<file path="config.mk">
export PLATFORM = sky130hd
export DESIGN_NAME = cvc_regs
export DESIGN_NICKNAME = d
export VERILOG_FILES = /design/src/design/cvc_pkg.sv /design/src/design/cvc_fifo.sv /design/src/design/cvc_regs.sv
export SDC_FILE = /design/constraint.sdc
export NUM_CORES = 2
export LEC_CHECK = 0
export BUFFER_PORTS_ARGS = -buffer_cell sky130_fd_sc_hd__buf_2
export CAP_MARGIN = 20
export CORE_ASPECT_RATIO = 0.9
export CORE_UTILIZATION = 45
export CTS_CLUSTER_DIAMETER = 50
export DETAILED_ROUTE_END_ITERATION = 8
export GPL_TIMING_DRIVEN = 0
export MAX_ROUTING_LAYER = met4
export PLACE_DENSITY = 0.64
export SLEW_MARGIN = 0
export SYNTH_ARGS = -nofsm -noshare
export SYNTH_HDL_FRONTEND = slang
export SYNTH_SLANG_ARGS = --single-unit
</file>
<file path="constraint.sdc">
create_clock -name mclk -period 15.7 [get_ports mclk]
set_input_delay 0.785 -clock mclk [delete_from_list [all_inputs] [get_ports mclk]]
set_output_delay 0.785 -clock mclk [all_outputs]
set_load 0.01 [all_outputs]
</file>
<file path="src/design/cvc_pkg.sv">
// constants for the camera video configuration register block
package cvc_pkg;
   // upper 36 address bits of the inquiry register space within a node
   localparam logic [35:0] INQ_BASE_HI = 36'hffff_f0f0_0;
   // register byte offsets from the inquiry base
   localparam logic [11:0] OFF_INIT = 12'h000;
   localparam logic [11:0] OFF_FMT_INQ = 12'h100;
   localparam logic [11:0] OFF_F7_POS = 12'h400;
   localparam logic [11:0] OFF_F7_SIZE = 12'h404;
   localparam logic [11:0] OFF_F7_CODING = 12'h408;
   localparam logic [11:0] OFF_F7_PKT_INQ = 12'h40c;
   localparam logic [11:0] OFF_F7_BPP = 12'h410;
   localparam logic [11:0] OFF_F7_VALSET = 12'h414;
   localparam logic [11:0] OFF_F7_PKTCNT = 12'h418;
   localparam logic [11:0] OFF_BRIGHT = 12'h500;
   localparam logic [11:0] OFF_SHUT = 12'h504;
   localparam logic [11:0] OFF_GAIN = 12'h508;
   localparam logic [11:0] OFF_TRIG = 12'h50c;
   localparam logic [11:0] OFF_CUR_RATE = 12'h600;
   localparam logic [11:0] OFF_CUR_MODE = 12'h604;
   localparam logic [11:0] OFF_CUR_FMT = 12'h608;
   localparam logic [11:0] OFF_ISO_SPEED = 12'h60c;
   localparam logic [11:0] OFF_ISO_EN = 12'h614;
   localparam logic [11:0] OFF_VMODE_ERR = 12'h628;
   localparam logic [11:0] OFF_FEAT_ERR_HI = 12'h640;
   // field positions as lsb indices (quadlet bit 0 is index 31)
   localparam int BIT_INIT = 31;
   localparam int SEL_LO = 29;
   localparam int BIT_ISO_EN = 31;
   localparam int BIT_VMODE_ERR = 31;
   localparam int BIT_GEO_ERR = 30;
   localparam int BIT_BPP_ERR = 29;
   localparam int BIT_FE_BRIGHT = 31;
   localparam int BIT_FE_SHUT = 24;
   localparam int BIT_FE_GAIN = 23;
   localparam int BIT_FE_TRIG = 19;
   localparam int HALF_LO = 16;
   localparam int CODING_LO = 24;
   localparam int TRIG_LO = 16;
   // read-only format availability: formats 0, 1, 2 and 7
   localparam logic [31:0] FMT_INQ_VAL = 32'he100_0000;
   // pixel codings
   localparam logic [7:0] MONO8 = 8'h00;
   localparam logic [7:0] MONO16 = 8'h05;
   localparam logic [2:0] FMT_CUSTOM = 3'd7;
   localparam logic [2:0] FMT_STD_MAX = 3'd2;
   localparam logic [2:0] RATE_TOP = 3'd5;
   localparam logic [2:0] ISO_MAX = 3'd2;
   // geometry and packet limits
   localparam logic [15:0] SENSOR_W = 16'd1280;
   localparam logic [15:0] SENSOR_H = 16'd960;
   localparam logic [15:0] BPP_LIMIT = 16'd4096;
   localparam logic [11:0] PKT_MAX = 12'd4095;
   localparam logic [7:0] BLK_MAX = 8'd32;
   // feature ranges
   localparam logic [11:0] BRIGHT_MAX = 12'd255;
   localparam logic [11:0] SHUT_MIN = 12'd1;
   localparam logic [11:0] SHUT_MAX = 12'd4095;
   localparam logic [11:0] GAIN_MAX = 12'd255;
   localparam logic [3:0] TRIG_MODE_MAX = 4'd3;
   // reset values
   localparam logic [2:0] RST_FMT = 3'd0;
   localparam logic [2:0] RST_MODE = 3'd5;
   localparam logic [2:0] RST_RATE = 3'd3;
   localparam logic [2:0] RST_ISO = 3'd2;
   localparam logic [11:0] RST_FEAT = 12'd100;
   // timing: times in ns, counts in 10 ns cycles
   localparam int unsigned CLK_NS = 10;
   localparam int unsigned PKT_PERIOD_NS = 125000;
   localparam int unsigned PKT_CYC = PKT_PERIOD_NS / CLK_NS;
   localparam int unsigned MONO16_PERIOD_NS = 80000000;
   localparam int unsigned MONO16_CYC = (MONO16_PERIOD_NS + CLK_NS - 1) / CLK_NS;
   localparam int unsigned STD60_PERIOD_NS = 1000000000 / 60;
   localparam int unsigned STD60_CYC = STD60_PERIOD_NS / CLK_NS;
   localparam int unsigned MAXRATE_PERIOD_NS = 20000000;
   localparam int unsigned MAXRATE_CYC = (MAXRATE_PERIOD_NS + CLK_NS - 1) / CLK_NS;
endpackage

</file>
<file path="src/design/cvc_fifo.sv">
// byte fifo between the pixel formatter and the video output
`timescale 1ns/10ps
module cvc_fifo #(
   parameter int W = 8,
   parameter int D = 16
) (
   input wire logic mclk,
   input wire logic srst,
   input wire logic in_valid,
   output logic in_ready,
   input wire logic [W-1:0] in_data,
   output logic out_valid,
   input wire logic out_ready,
   output logic [W-1:0] out_data
);
   localparam int AW = $clog2(D);
   logic [W-1:0] mem_q [D];
   logic [AW-1:0] wp_q;
   logic [AW-1:0] rp_q;
   logic [AW:0] cnt_q;
   logic push;
   logic pop;

   // handshake and occupancy
   assign in_ready = cnt_q != (AW+1)'(D);
   assign out_valid = cnt_q != '0;
   assign push = in_valid & in_ready;
   assign pop = out_valid & out_ready;
   assign out_data = mem_q[rp_q];

   // storage written at the write index
   always_ff @(posedge mclk)
   begin
      if (push)
      begin
         mem_q[wp_q] <= in_data;
      end
   end

   // pointers and count
   always_ff @(posedge mclk)
   begin
      if (srst)
      begin
         wp_q <= '0;
         rp_q <= '0;
         cnt_q <= '0;
      end
      else
      begin
         wp_q <= push ? wp_q + 1'b1 : wp_q;
         rp_q <= pop ? rp_q + 1'b1 : rp_q;
         cnt_q <= cnt_q + (AW+1)'(push) - (AW+1)'(pop);
      end
   end
endmodule // cvc_fifo

</file>
<file path="src/design/cvc_regs.sv">
// camera video configuration registers, frame timing and pixel packing
//
// Summary of operation
// - custom mode frame rate follows packet size
// - report largest packet size for current window
// - max packet runs max rate, else packet-paced
// - reset gives full sensor window, 4096 bytes
// - custom format ignores standard frame rate register
// - mono 8 coding sends eight-bit pixels
// - mono 16 sends ten bits right aligned
// - wide pixels send low byte first
// - mono 16 full frame capped 12.5 fps
// - flag trigger, shutter, gain, brightness out of range
// - flag bad standard mode, rate, speed; formats 3 to 6 not flagged
// - flag bad custom geometry, coding or speed
// - flag bad custom bytes per packet
// - reads of empty addresses return zero
// - writes to empty addresses are dropped
// - blocks carry at most 32 quadlets
// - registers decode at inquiry base plus offset
// - quadlet bit 0 is the most significant
// - initialize bit resets all, then self-clears
// - format availability reads 0,1,2,7 set only
`timescale 1ns/10ps
module cvc_regs #(
   parameter int unsigned PKT_CYC_P = cvc_pkg::PKT_CYC,
   parameter int unsigned MONO16_CYC_P = cvc_pkg::MONO16_CYC,
   parameter int unsigned STD60_CYC_P = cvc_pkg::STD60_CYC,
   parameter int unsigned MAXRATE_CYC_P = cvc_pkg::MAXRATE_CYC
) (
   input wire logic mclk,
   input wire logic srst,
   input wire logic req_valid,
   input wire logic req_write,
   input wire logic [47:0] req_addr,
   input wire logic [31:0] req_wdata,
   input wire logic [7:0] req_blk_len,
   output logic rsp_valid,
   output logic [31:0] rsp_rdata,
   output logic rsp_err,
   input wire logic pix_valid,
   output logic pix_ready,
   input wire logic [9:0] pix_data,
   output logic vid_valid,
   input wire logic vid_ready,
   output logic [7:0] vid_data,
   output logic frame_start,
   output logic [15:0] pkt_bytes,
   output logic pix_wide
);
   import cvc_pkg::*;

   typedef enum logic [1:0] {FR_IDLE, FR_SEND, FR_WAIT} cvc_frame_e;

   // address compare used by every register strobe
   function automatic logic at(input logic [11:0] a, input logic [11:0] o);
      return a == o;
   endfunction

   // allowed standard rates as a mask indexed by rate
   function automatic logic [7:0] std_rates(input logic [2:0] f, input logic [2:0] m);
      logic [7:0] r;
      r = 8'h00;
      case ({f, m})
         6'o01: r = 8'h3f;
         6'o05: r = 8'h3f;
         6'o06: r = 8'h1f;
         6'o12: r = 8'h3c;
         6'o15: r = 8'h1e;
         6'o16: r = 8'h1e;
         6'o17: r = 8'h0e;
         6'o22: r = 8'h0f;
         6'o26: r = 8'h07;
         default: r = 8'h00;
      endcase
      return r;
   endfunction

   logic init_q;
   logic [2:0] fmt_q;
   logic [2:0] mode_q;
   logic [2:0] rate_q;
   logic [2:0] iso_q;
   logic iso_en_q;
   logic [15:0] left_q;
   logic [15:0] top_q;
   logic [15:0] width_q;
   logic [15:0] height_q;
   logic [7:0] coding_q;
   logic [15:0] bpp_q;
   logic [11:0] bright_q;
   logic [11:0] shut_q;
   logic [11:0] gain_q;
   logic [3:0] trig_q;
   logic rsp_valid_q;
   logic [31:0] rsp_rdata_q;
   logic rsp_err_q;
   cvc_frame_e st_q;
   cvc_frame_e st_d;
   logic [31:0] per_q;
   logic [15:0] pcyc_q;
   logic [32:0] sent_q;
   logic [32:0] sent_d;
   logic [15:0] pkts_q;
   logic [15:0] pkts_d;
   logic [15:0] last_pkts_q;
   logic frame_start_q;
   logic [15:0] pkt_bytes_q;
   logic wide_q;
   logic hi_pend_q;
   logic [7:0] hi_byte_q;
   logic start;
   logic done_pkt;

   // address decode: node inquiry space, quadlet aligned, legal block length
   wire logic in_space = req_addr[47:12] == INQ_BASE_HI;
   wire logic aligned = req_addr[1:0] == 2'b00;
   wire logic blk_ok = req_blk_len <= BLK_MAX;
   wire logic [11:0] off = req_addr[11:0];
   wire logic wr_ok = req_valid & req_write & in_space & aligned & blk_ok;
   wire logic rd_ok = in_space & aligned & blk_ok;
   wire logic cfg_rst = srst | init_q;
   wire logic [2:0] sel_w = req_wdata[SEL_LO+:3];

   // write strobes, one per writable register
   wire logic wr_init = wr_ok & at(off, OFF_INIT);
   wire logic wr_fmt = wr_ok & at(off, OFF_CUR_FMT);
   wire logic wr_mode = wr_ok & at(off, OFF_CUR_MODE);
   wire logic wr_rate = wr_ok & at(off, OFF_CUR_RATE);
   wire logic wr_iso = wr_ok & at(off, OFF_ISO_SPEED);
   wire logic wr_iso_en = wr_ok & at(off, OFF_ISO_EN);
   wire logic wr_pos = wr_ok & at(off, OFF_F7_POS);
   wire logic wr_size = wr_ok & at(off, OFF_F7_SIZE);
   wire logic wr_coding = wr_ok & at(off, OFF_F7_CODING);
   wire logic wr_bpp = wr_ok & at(off, OFF_F7_BPP);
   wire logic wr_bright = wr_ok & at(off, OFF_BRIGHT);
   wire logic wr_shut = wr_ok & at(off, OFF_SHUT);
   wire logic wr_gain = wr_ok & at(off, OFF_GAIN);
   wire logic wr_trig = wr_ok & at(off, OFF_TRIG);

   // active coding: custom mode uses its coding field, standard modes 6 and 7 are wide
   wire logic fmt7 = fmt_q == FMT_CUSTOM;
   wire logic std_fmt = fmt_q <= FMT_STD_MAX;
   wire logic std_wide = (mode_q == 3'd6) | (mode_q == 3'd7);
   wire logic wide = fmt7 ? (coding_q == MONO16) : std_wide;
   wire logic full_res = (width_q == SENSOR_W) & (height_q == SENSOR_H);

   // frame size and largest packet for the current window
   wire logic [31:0] area = 32'(width_q) * 32'(height_q);
   wire logic [32:0] frame_bytes = wide ? {area, 1'b0} : {1'b0, area};
   wire logic [15:0] fb_up4 = frame_bytes[15:0] + 16'd3;
   wire logic [15:0] bpp_max = (frame_bytes >= 33'(BPP_LIMIT)) ? BPP_LIMIT :
                               {fb_up4[15:2], 2'b00};
   wire logic [33:0] bpp_reach = 34'(bpp_q) * 34'(PKT_MAX);

   // custom mode error flags
   wire logic iso_bad = iso_q > ISO_MAX;
   wire logic [16:0] right_edge = 17'(left_q) + 17'(width_q);
   wire logic [16:0] bottom_edge = 17'(top_q) + 17'(height_q);
   wire logic coding_bad = (coding_q != MONO8) & (coding_q != MONO16);
   wire logic geo_err = (width_q == 16'h0000) | (height_q == 16'h0000) |
                        (right_edge > 17'(SENSOR_W)) | (bottom_edge > 17'(SENSOR_H)) |
                        coding_bad | iso_bad;
   wire logic bpp_err = (bpp_q == 16'h0000) | (bpp_q > bpp_max) | (bpp_q[1:0] != 2'b00) |
                        (bpp_reach < 34'(frame_bytes));

   // standard mode error flag, formats 0 to 2 only
   wire logic [7:0] rate_mask = std_rates(fmt_q, mode_q);
   wire logic vmode_err = std_fmt & (~rate_mask[rate_q] | iso_bad);

   // feature range errors
   wire logic fe_bright = bright_q > BRIGHT_MAX;
   wire logic fe_shut = (shut_q < SHUT_MIN) | (shut_q > SHUT_MAX);
   wire logic fe_gain = gain_q > GAIN_MAX;
   wire logic fe_trig = trig_q > TRIG_MODE_MAX;
   wire logic [31:0] feat_err = (32'(fe_bright) << BIT_FE_BRIGHT) |
                                (32'(fe_shut) << BIT_FE_SHUT) |
                                (32'(fe_gain) << BIT_FE_GAIN) |
                                (32'(fe_trig) << BIT_FE_TRIG);

   // read-back words, fields placed from quadlet bit 0 downward
   wire logic [31:0] valset = (32'(geo_err) << BIT_GEO_ERR) | (32'(bpp_err) << BIT_BPP_ERR);
   wire logic [31:0] rd_word =
      ({32{at(off, OFF_INIT)}} & (32'(init_q) << BIT_INIT)) |
      ({32{at(off, OFF_FMT_INQ)}} & FMT_INQ_VAL) |
      ({32{at(off, OFF_F7_POS)}} & {left_q, top_q}) |
      ({32{at(off, OFF_F7_SIZE)}} & {width_q, height_q}) |
      ({32{at(off, OFF_F7_CODING)}} & (32'(coding_q) << CODING_LO)) |
      ({32{at(off, OFF_F7_PKT_INQ)}} & {16'h0004, bpp_max}) |
      ({32{at(off, OFF_F7_BPP)}} & {bpp_q, 16'h0000}) |
      ({32{at(off, OFF_F7_VALSET)}} & valset) |
      ({32{at(off, OFF_F7_PKTCNT)}} & {16'h0000, last_pkts_q}) |
      ({32{at(off, OFF_BRIGHT)}} & {20'h00000, bright_q}) |
      ({32{at(off, OFF_SHUT)}} & {20'h00000, shut_q}) |
      ({32{at(off, OFF_GAIN)}} & {20'h00000, gain_q}) |
      ({32{at(off, OFF_TRIG)}} & (32'(trig_q) << TRIG_LO)) |
      ({32{at(off, OFF_CUR_RATE)}} & (32'(rate_q) << SEL_LO)) |
      ({32{at(off, OFF_CUR_MODE)}} & (32'(mode_q) << SEL_LO)) |
      ({32{at(off, OFF_CUR_FMT)}} & (32'(fmt_q) << SEL_LO)) |
      ({32{at(off, OFF_ISO_SPEED)}} & (32'(iso_q) << SEL_LO)) |
      ({32{at(off, OFF_ISO_EN)}} & (32'(iso_en_q) << BIT_ISO_EN)) |
      ({32{at(off, OFF_VMODE_ERR)}} & (32'(vmode_err) << BIT_VMODE_ERR)) |
      ({32{at(off, OFF_FEAT_ERR_HI)}} & feat_err);

   // initialize command: one-cycle pulse that clears itself
   always_ff @(posedge mclk)
   begin
      init_q <= ~srst & ~init_q & wr_init & req_wdata[BIT_INIT];
   end

   // video selection registers
   always_ff @(posedge mclk)
   begin
      if (cfg_rst)
      begin
         fmt_q <= RST_FMT;
         mode_q <= RST_MODE;
         rate_q <= RST_RATE;
         iso_q <= RST_ISO;
         iso_en_q <= 1'b0;
      end
      else
      begin
         fmt_q <= wr_fmt ? sel_w : fmt_q;
         mode_q <= wr_mode ? sel_w : mode_q;
         rate_q <= wr_rate ? sel_w : rate_q;
         iso_q <= wr_iso ? sel_w : iso_q;
         iso_en_q <= wr_iso_en ? req_wdata[BIT_ISO_EN] : iso_en_q;
      end
   end

   // custom mode window, coding and packet size
   always_ff @(posedge mclk)
   begin
      if (cfg_rst)
      begin
         left_q <= 16'h0000;
         top_q <= 16'h0000;
         width_q <= SENSOR_W;
         height_q <= SENSOR_H;
         coding_q <= MONO8;
         bpp_q <= BPP_LIMIT;
      end
      else
      begin
         {left_q, top_q} <= wr_pos ? req_wdata : {left_q, top_q};
         {width_q, height_q} <= wr_size ? req_wdata : {width_q, height_q};
         coding_q <= wr_coding ? req_wdata[CODING_LO+:8] : coding_q;
         bpp_q <= wr_bpp ? req_wdata[HALF_LO+:16] : bpp_q;
      end
   end

   // feature settings
   always_ff @(posedge mclk)
   begin
      if (cfg_rst)
      begin
         bright_q <= RST_FEAT;
         shut_q <= RST_FEAT;
         gain_q <= RST_FEAT;
         trig_q <= 4'h0;
      end
      else
      begin
         bright_q <= wr_bright ? req_wdata[11:0] : bright_q;
         shut_q <= wr_shut ? req_wdata[11:0] : shut_q;
         gain_q <= wr_gain ? req_wdata[11:0] : gain_q;
         trig_q <= wr_trig ? req_wdata[TRIG_LO+:4] : trig_q;
      end
   end

   // transaction answer one cycle after each request
   always_ff @(posedge mclk)
   begin
      if (srst)
      begin
         rsp_valid_q <= 1'b0;
         rsp_rdata_q <= 32'h0000_0000;
         rsp_err_q <= 1'b0;
      end
      else
      begin
         rsp_valid_q <= req_valid;
         rsp_rdata_q <= (req_valid & ~req_write & rd_ok) ? rd_word : 32'h0000_0000;
         rsp_err_q <= req_valid & ~blk_ok;
      end
   end

   // least frame period: custom mode paced by packets, standard by rate field
   wire logic [31:0] std_need = STD60_CYC_P << (RATE_TOP - rate_q);
   wire logic [31:0] f7_need = (bpp_q == bpp_max) ? MAXRATE_CYC_P : 32'h0000_0000;
   wire logic [31:0] lim16 = (wide & full_res) ? MONO16_CYC_P : 32'h0000_0000;
   wire logic [31:0] base_need = fmt7 ? f7_need : std_need;
   wire logic [31:0] need = (lim16 > base_need) ? lim16 : base_need;
   wire logic run_ok = iso_en_q & (fmt7 ? ~(geo_err | bpp_err) : (std_fmt & ~vmode_err));
   wire logic pkt_tick = pcyc_q == 16'(PKT_CYC_P - 1);
   wire logic [32:0] sent_nx = sent_q + 33'(bpp_q);
   wire logic period_met = (per_q + 32'd1) >= need;

   // frame sequencer: a frame closes on the packet that carries its last byte
   always_comb
   begin
      st_d = st_q;
      sent_d = sent_q;
      pkts_d = pkts_q;
      start = 1'b0;
      done_pkt = 1'b0;
      case (st_q)
         FR_IDLE:
         begin
            start = run_ok;
         end
         FR_SEND:
         begin
            if (!fmt7)
            begin
               st_d = FR_WAIT;
            end
            else if (pkt_tick)
            begin
               sent_d = sent_nx;
               pkts_d = pkts_q + 16'd1;
               if (sent_nx >= frame_bytes)
               begin
                  done_pkt = 1'b1;
                  start = run_ok & period_met;
                  st_d = FR_WAIT;
               end
            end
         end
         FR_WAIT:
         begin
            if (period_met)
            begin
               start = run_ok;
               st_d = FR_IDLE;
            end
         end
         default:
         begin
            st_d = FR_IDLE;
         end
      endcase
      if (start)
      begin
         st_d = FR_SEND;
         sent_d = 33'h0_0000_0000;
         pkts_d = 16'h0000;
      end
   end

   // sequencer state and counters
   always_ff @(posedge mclk)
   begin
      if (cfg_rst)
      begin
         st_q <= FR_IDLE;
         per_q <= 32'h0000_0000;
         pcyc_q <= 16'h0000;
         sent_q <= 33'h0_0000_0000;
         pkts_q <= 16'h0000;
      end
      else
      begin
         st_q <= st_d;
         per_q <= start ? 32'h0000_0000 : per_q + 32'd1;
         pcyc_q <= (start | pkt_tick) ? 16'h0000 : pcyc_q + 16'd1;
         sent_q <= sent_d;
         pkts_q <= pkts_d;
      end
   end

   // per-frame outputs latched at frame start, packet count latched at frame close
   always_ff @(posedge mclk)
   begin
      if (cfg_rst)
      begin
         frame_start_q <= 1'b0;
         pkt_bytes_q <= BPP_LIMIT;
         wide_q <= 1'b0;
         last_pkts_q <= 16'h0000;
      end
      else
      begin
         frame_start_q <= start;
         pkt_bytes_q <= start ? bpp_q : pkt_bytes_q;
         wide_q <= start ? wide : wide_q;
         last_pkts_q <= done_pkt ? pkts_d : last_pkts_q;
      end
   end

   // pixel packing: narrow keeps top eight bits, wide sends low byte then high
   logic fifo_in_ready;
   wire logic [7:0] lo_byte = wide_q ? pix_data[7:0] : pix_data[9:2];
   wire logic [7:0] hi_byte = {6'b000000, pix_data[9:8]};
   wire logic fifo_in_valid = hi_pend_q | pix_valid;
   wire logic [7:0] fifo_in_data = hi_pend_q ? hi_byte_q : lo_byte;
   assign pix_ready = fifo_in_ready & ~hi_pend_q;

   // high byte holding for wide pixels
   always_ff @(posedge mclk)
   begin
      if (cfg_rst)
      begin
         hi_pend_q <= 1'b0;
         hi_byte_q <= 8'h00;
      end
      else if (fifo_in_ready)
      begin
         hi_pend_q <= ~hi_pend_q & pix_valid & wide_q;
         hi_byte_q <= (pix_valid & ~hi_pend_q) ? hi_byte : hi_byte_q;
      end
   end

   // sixteen byte buffer toward the isochronous sender
   cvc_fifo #(
      .W(8),
      .D(16)
   ) u_fifo (
      .mclk(mclk),
      .srst(cfg_rst),
      .in_valid(fifo_in_valid),
      .in_ready(fifo_in_ready),
      .in_data(fifo_in_data),
      .out_valid(vid_valid),
      .out_ready(vid_ready),
      .out_data(vid_data)
   );

   assign rsp_valid = rsp_valid_q;
   assign rsp_rdata = rsp_rdata_q;
   assign rsp_err = rsp_err_q;
   assign frame_start = frame_start_q;
   assign pkt_bytes = pkt_bytes_q;
   assign pix_wide = wide_q;
endmodule // cvc_regs

</file>
==> results.toml <==
[run_status]
outcome = "completed"

[floorplanning]
num_io_pins = 166
die_w_um = 307
dieArea_sq_um = 84700
start_util_pct = 45.5
core_area_sq_um = 82700
die_h_um = 276
rows = 100

[flow_run]
cap_violations = 0

[finish]
area_delta_synth_final_pct = 10.4
fin_util_pct = 50.2
fill_cells = 7755
stdcell_count = 5597
drive_gt1_share_pct = 8.67
multi_input_area_sq_um = 25000
fin_nets = 5182
seq_area_sq_um = 10400

[worst_hold_path]
worst_hold_path.endpoint = "top_q[15]"
hold_path_startpoint = "req_wdata[15]"
hp-class = "input pin to register"
hold_depth = 3

[worst_setup_path]
critPathRequiredTime_ns = 16.17
worstRegToRegCells = 56
startpoint_type = "register"
r2r-end = "pcyc_q[10]"
worst_setup_path_end_kind = "register"
cpPeakStageDelay_ns = 0.56
slowest_stage = "fa_1"
critPathMostFrequentCell = "fa_1"
path_class = "register to register"
r2r-start = "height_q[7]"
ff2ff_setup_slack_ns = 0.75
cp_data_arrival_time_ns = 15.42
path_max_fanout = 10

[sta]
timing.fmax_mhz = 66.9
skew_ns = 0.0314
max-slew-margin-rel_pct = 12.7
rsz0062_at_grt = "no"
setup_viol = 0
drv_slew = 0
post-route-min-period_ns = 14.95
fin_ws_ns = 0.747
hold_viol_final = 0
worstMarginPinSlew_ns = 1.29
hold_slack_ns = 0.445
fin_crit_sh_pct = 95.2

[grt]
use_met2_pct = 39.7
top_usage_layer = "met1"
grt_pass1_vias = 30400
gr-total-overflow = 0
grt_max_degree = 17
grt_use_met1_pct = 42.5
use_met3_pct = 5.98
grt_use_total_pct = 28.9
antenna_found_initial = 8
grt_pass1_wl_um = 183000

[drt]
vias = 32300
wl_per_cell_um = 21.4
detail-route-antenna-nets = 0
drt_first_pass_iters = 8
drt-total-wl_um = 120000
via_per_inst = 5.77
first_iter_violations = 3791
drc_errors = 0

[power_and_ir_drop]
p_per_area_nw_per_um2 = 63.0
leakage_nw = 17.7
ir_drop_mv = 0.0778

[clock_tree]
root_buffer = "clkbuf_16"
htree_levels = 2
numCtsBuffers = 43
clkSinkCount = 457
cts_hold_buf = 0
cts.clk_slew.worst_paths_ns = 0.07
worst_skew_pair.late_latency_ns = 0.60
cts_tree = "built"
cts_buffer_depth = 3

[logic_synthesis]
ys_top_cells_by_area = "dfxtp_1 18%, fa_1 16%, ha_1 12%, edfxtp_1 10%, nand2_1 6.5%"
yosys_most_used_dff = "dfxtp_1"
synth_edf_count = 128
ys_types = 86
synth-async-reset-ratio_pct = 0
syn_area_sq_um = 37600
synth_warnings = 0
synth_seq_area_share_pct = 27.7
synth_area_leader_cell = "dfxtp_1"
syn_inst = 4210
post_synth.cell_area_avg_sq_um = 8.93
ys_ff_latch = 457
synth_top_area_share_pct = 17.5

[place]
placed_cells_incl_taps = 5511
hpwl_um = 95000
io_buffers = 162
gp_congestion = 1.00
pre_cts_ws_ns = -0.258
[what timing repair did]
| item | CTS | global route |
|---|---|---|
| resized for setup | 2 | 104 |
| setup endpoints to repair | 112 | 133 |
| cloned | 0 | 0 |
| buffers inserted | 0 | 2 |
| pin swaps | 0 | 1 |
[how the worst max path moves through the flow]
stage            startpoint            end  slack (ns)  cells past startpoint
2_1_floorplan  height_q[12]  pkt_bytes[14]        3.15                     52
3_3_place_gp    width_q[14]     sent_q[31]       -0.64                     53
3_5_place_dp    width_q[14]      per_q[29]       -0.26                     54
4_1_cts        height_q[12]   pkt_bytes[9]        0.01                     53
5_1_grt         height_q[7]      per_q[30]        0.02                     55
6_report        height_q[7]     pcyc_q[10]        0.75                     56
[layer usage]
| layer | up-vias | part of all wire, % |
|---|---|---|
| li1 | 14900 | - |
| met1 | 15600 | 45 |
| met2 | 1571 | 41 |
| met3 | 222 | 11 |
| met4 | 0 | 3.2 |
| met5 | - | 0 |
[synthesized netlist by cell type (21+ instances only)]
master	count
nand2_1	651
and2_1	130
a221oi_1	21
o21a_1	25
xnor2_1	109
a21o_1	42
mux4_2	40
nand4_1	55
xor2_1	80
a31oi_1	27
mux2i_1	23
o21ai_0	116
clkbuf_1	183
a22oi_1	33
nand2b_1	21
inv_1	371
nor4_1	33
nor2_1	244
ha_1	350
nor3_1	67
dfxtp_1	329
nand3_1	147
nor2b_1	45
fa_1	296
edfxtp_1	128
and3_1	24
a21oi_1	324
[flip-flops by register name, indices dropped and copies added, names as in the netlist, 8 cells and up, named ones only]
name and flops:
pkts_q 16, bright_q 12, top_q 16, gain_q 12
per_q 32, u_fifo.mem_q 128, last_pkts_q 16, height_q 16
bpp_q 16, coding_q 8, rsp_rdata 32, left_q 16
shut_q 12, width_q 16, pkt_bytes 16, pcyc_q 16
sent_q 33
[logic make-up (layout without fill, tap and decap cells)]
group,after synthesis,in the layout,share of synthesized area [%]
other,1,13,0.00997
muxes,65,65,3.07
DFF,457,457,27.7
and+or+nand+nor,1498,1498,18.6
adders and majority gates,647,647,27.4
xor gates and xnor gates,189,189,4.40
buffers and inverters,586,839,5.93
AOI/OAI and AO/OA,767,767,12.8
[cell usage in the layout, fill, tap and decap left out, drive strengths merged, types with 23 or more instances in the layout]
cell | netlist | final
nor2 | 244 | 244
nor4 | 33 | 33
mux2i | 23 | 23
dfxtp | 329 | 329
o21a | 25 | 25
nor2b | 45 | 45
mux4 | 40 | 40
fa | 296 | 296
ha | 350 | 350
nor3 | 67 | 67
o21ai | 120 | 120
a31oi | 27 | 27
nand3 | 147 | 147
nand2 | 651 | 651
a22oi | 33 | 33
a21oi | 325 | 325
inv | 371 | 374
buf | 31 | 210
a21o | 42 | 42
clkbuf | 183 | 238
edfxtp | 128 | 128
nand4 | 55 | 55
and2 | 134 | 134
and3 | 24 | 24
xor2 | 80 | 80
xnor2 | 109 | 109
[report_power, final]
group          internal [mW]  switching, mW  total [mW]
combinational          0.124          0.160       0.284
clock                  0.589          0.498        1.09
sequential              1.23         0.0123        1.24
[layout make-up]
class                           instances  share of cell area [%]
Antenna cell                           10                  0.0603
Buffer                                208                    2.10
Clock buffer                           59                    2.93
Clock inverter                         19                   0.582
Inverter                              372                    3.36
Multi-Input combinational cell       3169                    60.2
Sequential cell                       457                    25.1
Tap cell                             1122                    3.38
Timing Repair Buffer                  181                    2.26
[metrics by stage]
| step | power [mW] | setup TNS (ns) | area [sq um] |
|---|---|---|---|
| CTS | 2.62 | 0 | 41400 |
| global route | 2.69 | 0 | 41500 |
| finish | 2.62 | 0 | 41500 |
| floorplan | 1.45 | 0 | 37600 |
| global placement | 1.55 | -53.63 | 39800 |
| detailed placement | 1.55 | -10.46 | 39900 |
[worst max-delay path: cells and delay by family (launching register included)]
family | cells | cell delay, ns
AO/OA/AOI/OAI | 14 | 3.87
flip-flops | 1 | 0.36
adder cells (fa/ha/maj) | 11 | 4.62
AND/OR/NAND/NOR | 16 | 2.55
buffers and inverters | 14 | 3.06
XOR/XNOR | 1 | 0.34
Note: power is estimated with default switching activity, not from simulation.
